### config.mk
export PLATFORM = sky130hd
export DESIGN_NAME = csfr_core
export DESIGN_NICKNAME = d
export VERILOG_FILES = /design/src/rtl/csfr_pkg.sv /design/src/rtl/csfr_alu.sv /design/src/rtl/csfr_core.sv
export SDC_FILE = /design/constraint.sdc
export NUM_CORES = 1
export LEC_CHECK = 0
export BUFFER_PORTS_ARGS = -buffer_cell sky130_fd_sc_hd__buf_4
export CAP_MARGIN = 25
export CORE_ASPECT_RATIO = 1.2
export CORE_UTILIZATION = 49
export DETAILED_ROUTE_END_ITERATION = 12
export HOLD_SLACK_MARGIN = 0.06
export PLACE_DENSITY = 0.8
export SYNTH_ARGS = -nofsm -noshare
export SYNTH_HDL_FRONTEND = slang
export SYNTH_SLANG_ARGS = --single-unit
### constraint.sdc
create_clock -name sys_clk -period 1.6 [get_ports sys_clk]
set_clock_uncertainty 0.15 [all_clocks]
set_input_delay 0.08 -clock sys_clk [delete_from_list [all_inputs] [get_ports sys_clk]]
set_output_delay 0.08 -clock sys_clk [all_outputs]
set_load 0.05 [all_outputs]
### src/rtl/csfr_pkg.sv
// csfr_pkg: constants and carriers for the core status flag register
// assumes: one core clock, decoder/alu on the same clock
package csfr_pkg;

  localparam logic [8:0] CSFR_STATUS_ADDR = 9'h003;
  localparam logic [8:0] CSFR_STATUS_MIRROR = 9'h083;
  localparam logic [6:0] CSFR_LOW_ADDR_MASK = 7'h7f;

  localparam int CSFR_C_POS = 0;
  localparam int CSFR_DC_POS = 1;
  localparam int CSFR_Z_POS = 2;
  localparam int CSFR_PD_POS = 3;
  localparam int CSFR_TO_POS = 4;
  localparam int CSFR_RP0_POS = 5;
  localparam int CSFR_RP1_POS = 6;
  localparam int CSFR_IRP_POS = 7;

  // power-on value 0001 1xxx; unknown flags taken as zero
  localparam logic [7:0] CSFR_POR_VALUE = 8'h18;
  localparam logic [7:0] CSFR_FLAG_MASK = 8'h07;
  localparam logic [7:0] CSFR_CAUSE_MASK = 8'h18;
  localparam logic [7:0] CSFR_BANK_MASK = 8'he0;

  typedef enum logic [7:0] {
    CSFR_OP_NONE = 8'h01,
    CSFR_OP_ADD = 8'h02,
    CSFR_OP_SUB = 8'h04,
    CSFR_OP_LOGIC = 8'h08,
    CSFR_OP_RL = 8'h10,
    CSFR_OP_RR = 8'h20,
    CSFR_OP_CLEAR = 8'h40,
    CSFR_OP_MOVE = 8'h80
  } csfr_op_e;

  typedef struct packed {
    csfr_op_e op;
    logic [7:0] a;
    logic [7:0] b;
  } csfr_alu_req_s;

  typedef struct packed {
    logic [7:0] result;
    logic zero;
    logic nibble_carry;
    logic carry;
    logic zero_upd;
    logic nibble_carry_upd;
    logic carry_upd;
  } csfr_alu_res_s;

  typedef struct packed {
    logic we;
    logic [8:0] addr;
  } csfr_dst_s;

endpackage

### src/rtl/csfr_alu.sv
// csfr_alu: datapath computing result and flags for one operation
// assumes: purely combinational, operands stable within the cycle
`timescale 1ns/10ps
module csfr_alu
  import csfr_pkg::*;
(
  input csfr_alu_req_s req,
  output csfr_alu_res_s res
);

  wire [8:0] add_sum;
  wire [4:0] add_nib;
  wire [8:0] sub_sum;
  wire [4:0] sub_nib;
  wire [7:0] neg_b;
  logic [7:0] logic_out;

  ////////////////////////////////////////////////////////////////////////
  // add carry out
  assign add_sum = {1'b0, req.a} + {1'b0, req.b};
  assign add_nib = {1'b0, req.a[3:0]} + {1'b0, req.b[3:0]};
  assign neg_b = 8'(~req.b + 8'h01);
  // b == 0 gives carry 1 (no borrow) via the +1 into bit 8
  assign sub_sum = {1'b0, req.a} + {1'b0, ~req.b} + 9'h001;
  assign sub_nib = {1'b0, req.a[3:0]} + {1'b0, ~req.b[3:0]} + 5'h01;

  always_comb begin
    logic_out = req.a;
    res = '0;
    unique case (req.op)
      CSFR_OP_ADD: begin
        res.result = add_sum[7:0];
        res.carry = add_sum[8];
        res.nibble_carry = add_nib[4];
        res.carry_upd = 1'b1;
        res.nibble_carry_upd = 1'b1;
        res.zero_upd = 1'b1;
      end
      CSFR_OP_SUB: begin
        res.result = req.a + neg_b;
        res.carry = sub_sum[8];
        res.nibble_carry = sub_nib[4];
        res.carry_upd = 1'b1;
        res.nibble_carry_upd = 1'b1;
        res.zero_upd = 1'b1;
      end
      CSFR_OP_LOGIC: begin
        res.result = logic_out;
        res.zero_upd = 1'b1;
      end
      CSFR_OP_RL: begin
        res.result = {req.a[6:0], req.b[0]};
        res.carry = req.a[7];
        res.carry_upd = 1'b1;
      end
      CSFR_OP_RR: begin
        res.result = {req.b[0], req.a[7:1]};
        res.carry = req.a[0];
        res.carry_upd = 1'b1;
      end
      CSFR_OP_CLEAR: begin
        res.result = 8'h00;
        res.zero_upd = 1'b1;
      end
      CSFR_OP_MOVE: begin
        res.result = req.a;
      end
      default: begin
        res.result = req.a;
      end
    endcase
    res.zero = (res.result == 8'h00);
  end

endmodule

### src/rtl/csfr_core.sv
// csfr_core: core status flag register with flag update and bank decode
// assumes: decoder supplies op, operands, destination and event pulses
// on sys_clk; rotate b[0] carries the old carry bit in.
`timescale 1ns/10ps
module csfr_core
  import csfr_pkg::*;
(
  input wire logic sys_clk,
  input wire logic rst_n,
  input wire logic master_clear_pin,
  input wire csfr_op_e op,
  input wire logic [7:0] operand_a,
  input wire logic [7:0] operand_b,
  input wire csfr_dst_s dst,
  input wire logic [8:0] rd_addr,
  input wire logic clr_watchdog,
  input wire logic sleep_instr,
  input wire logic watchdog_timeout,
  output logic [7:0] result,
  output logic [7:0] rd_data,
  output logic rd_hit,
  output logic [7:0] status,
  output logic [1:0] direct_bank,
  output logic indirect_bank_select,
  output logic [8:0] direct_addr_base,
  output logic [8:0] indirect_addr_base
);

  csfr_alu_req_s alu_req;
  csfr_alu_res_s alu_res;
  logic master_clear_pin_meta;
  logic master_clear_pin_sync;
  logic [7:0] next_status;
  logic [7:0] wr_mask;
  logic [7:0] wr_value;

  ////////////////////////////////////////////////////////////////////////
  assign alu_req = '{op: op, a: operand_a, b: operand_b};

  csfr_alu u_alu (
    .req(alu_req),
    .res(alu_res)
  );

  ////////////////////////////////////////////////////////////////////////
  // mirrored decode
  wire dst_hit = dst.we && (dst.addr[6:0] == CSFR_STATUS_ADDR[6:0])
                 && (dst.addr[8:7] == 2'b00 || dst.addr == CSFR_STATUS_MIRROR);
  wire rd_sel = (rd_addr == CSFR_STATUS_ADDR) || (rd_addr == CSFR_STATUS_MIRROR);
  // all three flags blocked from the write when op updates any of them
  wire flag_op = alu_res.zero_upd | alu_res.nibble_carry_upd | alu_res.carry_upd;
  assign wr_mask = flag_op ? (CSFR_BANK_MASK) : (CSFR_BANK_MASK | CSFR_FLAG_MASK);
  assign wr_value = alu_res.result;

  // master clear is a pin: two stages before use
  wire master_clear_pin_active = master_clear_pin_sync;

  always_comb begin
    next_status = status;
    if (dst_hit) begin
      next_status = (status & ~wr_mask) | (wr_value & wr_mask);
    end
    if (dst_hit && op == CSFR_OP_CLEAR) begin
      next_status = next_status & ~CSFR_BANK_MASK;
    end
    if (alu_res.zero_upd) begin
      next_status[CSFR_Z_POS] = alu_res.zero;
    end
    if (alu_res.carry_upd) begin
      next_status[CSFR_C_POS] = alu_res.carry;
    end
    if (alu_res.nibble_carry_upd) begin
      next_status[CSFR_DC_POS] = alu_res.nibble_carry;
    end
    if (clr_watchdog) begin
      next_status[CSFR_TO_POS] = 1'b1;
      next_status[CSFR_PD_POS] = 1'b1;
    end
    if (sleep_instr) begin
      next_status[CSFR_TO_POS] = 1'b1;
      next_status[CSFR_PD_POS] = 1'b0;
    end
    // timeout wins: a time-out in the same cycle must not be lost
    if (watchdog_timeout) begin
      next_status[CSFR_TO_POS] = 1'b0;
    end
    if (master_clear_pin_active) begin
      next_status = (status & CSFR_CAUSE_MASK) | next_status & 8'h00;
      next_status[CSFR_TO_POS] = watchdog_timeout ? 1'b0 : status[CSFR_TO_POS];
    end
  end

  ////////////////////////////////////////////////////////////////////////
  always_ff @(posedge sys_clk or negedge rst_n) begin
    if (!rst_n) begin
      master_clear_pin_meta <= 1'b0;
      master_clear_pin_sync <= 1'b0;
    end else begin
      master_clear_pin_meta <= ~master_clear_pin;
      master_clear_pin_sync <= master_clear_pin_meta;
    end
  end

  // rst_n is power-on reset; flags taken as zero
  always_ff @(posedge sys_clk or negedge rst_n) begin
    if (!rst_n) begin
      status <= CSFR_POR_VALUE;
    end else begin
      status <= next_status;
    end
  end

  always_ff @(posedge sys_clk or negedge rst_n) begin
    if (!rst_n) begin
      result <= 8'h00;
      rd_data <= 8'h00;
    end else begin
      result <= alu_res.result;
      rd_data <= rd_sel ? next_status : 8'h00;
    end
  end

  ////////////////////////////////////////////////////////////////////////
  assign rd_hit = rd_sel;
  assign direct_bank = status[CSFR_RP1_POS:CSFR_RP0_POS];
  assign direct_addr_base = {direct_bank, 7'h00};
  assign indirect_bank_select = status[CSFR_IRP_POS];
  assign indirect_addr_base = {indirect_bank_select, 8'h00};

endmodule

After elaboration in Yosys (flattened, before gate mapping) --
Cells that the tools add are included.
Operators by class: add/subtract/negate cells 8, muxes and demuxes 18, equality and inequality tests 10, bitwise gates (word level) 9, reduce and logical (&&, ||, !) cells 10
Operator list (count):
- $pmux W8 S5 | 1
- $mux W8 | 4
- $add A8 B8 Y9 | 2
- $eq A9 B8 Y1 const B | 2
- $and A8 B8 Y8 | 2
- $not A8 Y8 | 2
- $add A4 B4 Y5 | 2
- $add A9 B1 Y9 const B | 1
- $eq A9 B2 Y1 const B | 1
- $add A8 B1 Y8 const B | 1
- $add A8 B8 Y8 | 1
- $eq A8 B2 Y1 const B | 1
- $eq A8 B3 Y1 const B | 1
- $eq A8 B4 Y1 const B | 1
- $eq A8 B5 Y1 const B | 1
- $eq A8 B6 Y1 const B | 1
- $eq A8 B7 Y1 const B | 1
- $logic_not A8 Y1 | 1
- $mux W1 | 8
- $or A8 B8 Y8 | 1
- $reduce_or A4 Y1 | 2
- $eq A7 B2 Y1 const B | 1
- $add A5 B1 Y5 const B | 1
- $mux W2 | 2
- 10 further kinds | 14
Storage, ports and cells: bits of input ports 49, output and inout bits 46, logic and storage cells 60, register bits 26

Longest topological paths before layout --
depth after elaboration 16, gate-level depth with buffers 12, gate-level depth less buffers 12

Hierarchy --
From an unflattened synthesis, not the netlist that was laid out.
Unflattened totals: cell total of the unflattened synthesis 255, area total of the unflattened synthesis 2274.7 sq um
Modules (own cells, without submodules):
- csfr_core | times used 1, area each 1166.1 sq um, cells an instance 100, seq. area each 653.1 sq um
- csfr_alu | times used 1, area each 1108.6 sq um, cells an instance 155, seq. area each 0.0 sq um

Worst setup path before layout --
OpenSTA, ideal clock, no wires.
path kind input port to flip-flop, from in dst[2] (netlist bit), to reg rd_data[1], arrival time 2035 ps, stages on the path 8, data required time 1331 ps, path buffers 0, setup time 119 ps, slack -704 ps, path through or4_4 -> nor4b_4 -> inv_2 -> or3b_1 -> mux2_1 -> nand2_1 -> a21oi_2 -> and2_1
Between the ends: word-level cells in the longest chain between the ends 8, elaborated cells between the ends (all ways) 10, those cells by class eq/ne: 2; mux: 5; reduce/logical: 3
Ends and longest elaborated chain:
- start: declaration | line csfr_core.sv:14 | input wire csfr_dst_s dst,
- $eq A9 B8 Y1 / $eq A7 B2 Y1 (equally long branches) | line csfr_core.sv:48, csfr_core.sv:47
- $logic_or A1 B1 Y1 / $logic_and A1 B1 Y1 (equally long branches) | line csfr_core.sv:48, csfr_core.sv:47
- $logic_and A1 B1 Y1 * | line csfr_core.sv:48 | && (dst.addr[8:7] == 2'b00 || dst.addr == CSFR_STATUS_MIRROR);
- $mux W8 * | line csfr_core.sv:60 | if (dst_hit) begin
- $mux W8 * | line csfr_core.sv:63 | if (dst_hit && op == CSFR_OP_CLEAR) begin
- $mux W1 * | line csfr_core.sv:72 | if (alu_res.nibble_carry_upd) begin
- $mux W8 * | line csfr_core.sv:87 | if (master_clear_pin_active) begin
- via next_status[1] | line csfr_core.sv:33 | logic [7:0] next_status;
- $mux W8 * | line csfr_core.sv:119 | rd_data <= rd_sel ? next_status : 8'h00;
- end signal: assignment | line csfr_core.sv:119
- end: declaration | line csfr_core.sv:20 | output logic [7:0] rd_data,
Mark *: on every way through the listed nets, which the timed path passes. The rest lies on a longest branch.

==> results.cfg <==
[status]
status = finished, violations left
violations = negative setup slack

[floorplan]
fp.dieH_um = 77.6
rows = 27
dieArea_sq_um = 5040
start_util_pct = 50.8
die_x_um = 65.0
core_sq_um = 4590
io_pins = 95

[finish]
multiInputGateArea_sq_um = 1790
fillers = 253
finalCoreUtilization_pct = 85.3
register_area_sq_um = 653
drive_gt1_share_pct = 54.4
final_cell_mix = buf_4, dfrtp_1, nor2_1
nNetsFinal = 468
areaGrowthSynthToFinish_pct = 68.0
diodes = 0
final_common_cell = buf_4

[cts]
clk_pin_slew_ns = 0.09
clkSinkCount = 26
cts-root-buf = clkbuf_8
cts_tree = built
worstSkewPairLatency_ns = 0.27
clk_path_buf_depth = 2
htreeDepth = 1
cts_made_buffers = 3

[logic_synthesis]
avgSynthCellArea_sq_um = 9.04
ys_ff_latch = 26
synthAdderAreaFrac_pct = 10.8
muxShareOfSynthArea_pct = 3.06
synth-edff-count = 0
synth_cells = 258
yosys.area_share.simple_pct = 23.9
yosys_warnings = 0
yosysSeqAreaShare_pct = 28.0
synth_top_family_by_area = simple AND/OR/NAND/NOR gates
synth_xor_area_share_pct = 3.00
ys_types = 68
netlist_area_sq_um = 2330
synth-compound-area-share_pct = 18.7
ys.flop_type = dfrtp_1
synthArstFlopShare_pct = 100

[sta]
finalCritPeriodShare_pct = 137
finalCriticalPeriod_ns = 2.20
final-max-slew-violation-count = 0
setup_ws_ns = -0.599
holdWs_ns = 0.0695
hold_viol_final = 0
setup_tns_ns = -5.57
max_clock_freq_ghz = 0.455
rsz0062_at_grt = true
setup_viol = 15

[setup_path]
crit_type = input pin to flip-flop
endpoint_kind = flip-flop
cp-start-kind = input pin
crit_path_max_fanout = 3
worstPathArrival_ns = 2.21
cp.required_ns = 1.61

[global_routing]
grt_max_degree = 27
grt_pass1_vias = 2672
grt_overflow_total = 0
grt_use_total_pct = 31.4
antenna_found_initial = 0
grt_pass1_wl_um = 12200

[detailed_routing]
wl_per_cell_um = 17.6
drt-initial-drc-count = 157
totalWireLength_um = 8050
drc = 0
dr_total_vias = 2609
first_pass_iters = 5
antenna_left = 0
viasPerCell = 5.71

[run]
cap_violations = 0

[min_path]
hold_class = input pin to flip-flop

[placed_design]
port_buffers = 77
gp_congestion = 0.897
place_hpwl_um = 5590

[power]
powerDensity_nw_per_um2 = 551
p_leak_nw = 1.89
ir_worst_vdd_mv = 0.500
==> Yosys cell counts, types with 5 or more instances <==
library cell	count	area, sq um
buf_4	21	158
a21oi_1	10	50.1
a21o_1	5	37.5
nor3_1	8	40.0
inv_1	20	75.1
xnor2_1	6	52.6
mux2i_1	6	60.1
nand2_1	8	30.0
nor2_1	24	90.1
dfrtp_1	24	601
ha_1	17	213
a22oi_1	8	60.1
==> sequential cells by signal, indices dropped and copies added (netlist names) <==
signal / count
status: 8
result: 8
master_clear_pin_active: 1
master_clear_pin_meta: 1
rd_data: 8
==> where the power goes <==
| group | internal [mW] | switching (mW) | total, mW |
|---|---|---|---|
| sequential | 0.681 | 0.00978 | 0.691 |
| clock | 0.335 | 0.208 | 0.542 |
| combinational | 0.418 | 0.506 | 0.924 |
| total | 1.43 | 0.723 | 2.16 |
==> final cells by class <==
class | instances | share of cell area (%)
Multi-Input combinational cell | 197 | 45.6
Timing Repair Buffer | 151 | 31.3
Clock buffer | 3 | 1.05
Sequential cell | 26 | 16.7
Inverter | 21 | 2.78
Clock inverter | 1 | 0.767
Tap cell | 58 | 1.85
==> final timing paths <==
| kind | from | end | slack [ns] | depth (start not counted) |
|---|---|---|---|---|
| worst min register to register | master_clear_pin_meta$_DFF_PN0_ | master_clear_pin_active$_DFF_PN0_ | 0.22 | 0 |
| worst max-delay path | operand_b[0] | rd_data[6]$_DFF_PN0_ | -0.60 | 12 |
| max in group asynchronous | rst_n | status[4]$_DFF_PN1_ | 0.91 | 2 |
| worst min-delay path | rd_addr[0] | rd_data[0]$_DFF_PN0_ | 0.07 | 4 |
| worst max register to register | status[2]$_DFF_PN0_ | rd_data[2]$_DFF_PN0_ | 0.07 | 5 |
| min in group asynchronous | rst_n | rd_data[3]$_DFF_PN0_ | 0.10 | 2 |
==> repair_timing <==
item	CTS	global route
setup buffers	5	6
pin swaps	26	14
endpoints found under the setup margin	16	17
hold endpoints to repair	32	0
hold buffers	6	0
gates resized for setup	52	19
gates cloned	0	0
==> per-layer routing <==
metal / global-route usage, % / part of all wire (%) / vias to the layer above
met1: 31.0 / 34 / 1253
met4: 20.7 / 5.3 / 0
met5: 0 / 0 / -
met2: 59.6 / 55 / 137
met3: 3.68 / 5.7 / 40
li1: - / - / 1179
==> metrics by stage <==
step           worst slack, ns  power (mW)  area [sq um]  std cells
6_report                -0.599        2.16          3920        457
5_1_grt                 -0.674        2.25          3920        457
4_1_cts                 -0.528        2.10          3800        453
3_5_place_dp            -0.848        1.48          3400        439
3_3_place_gp            -0.784        1.46          3400        439
2_1_floorplan           -0.691        1.19          2540        272
==> critical path: stages <==
cell,delay (ns)
buf_8,0.11
ha_4,0.16
fa_2,0.38
nand2b_4,0.10
a21oi_2,0.06
a221o_1,0.34
xnor2_1,0.16
nor2_1,0.07
o32ai_2,0.31
inv_1,0.13
mux2i_2,0.23
nor3_1,0.09
==> logic make-up after synthesis <==
kind of cell	count (synthesis)
flops	26
simple gates	87
other cells	1
fa+ha+maj	19
buf+inv	49
xor+xnor	8
compound gates	61
mux	7
No activity file was read; power rests on OpenSTA's default activity.
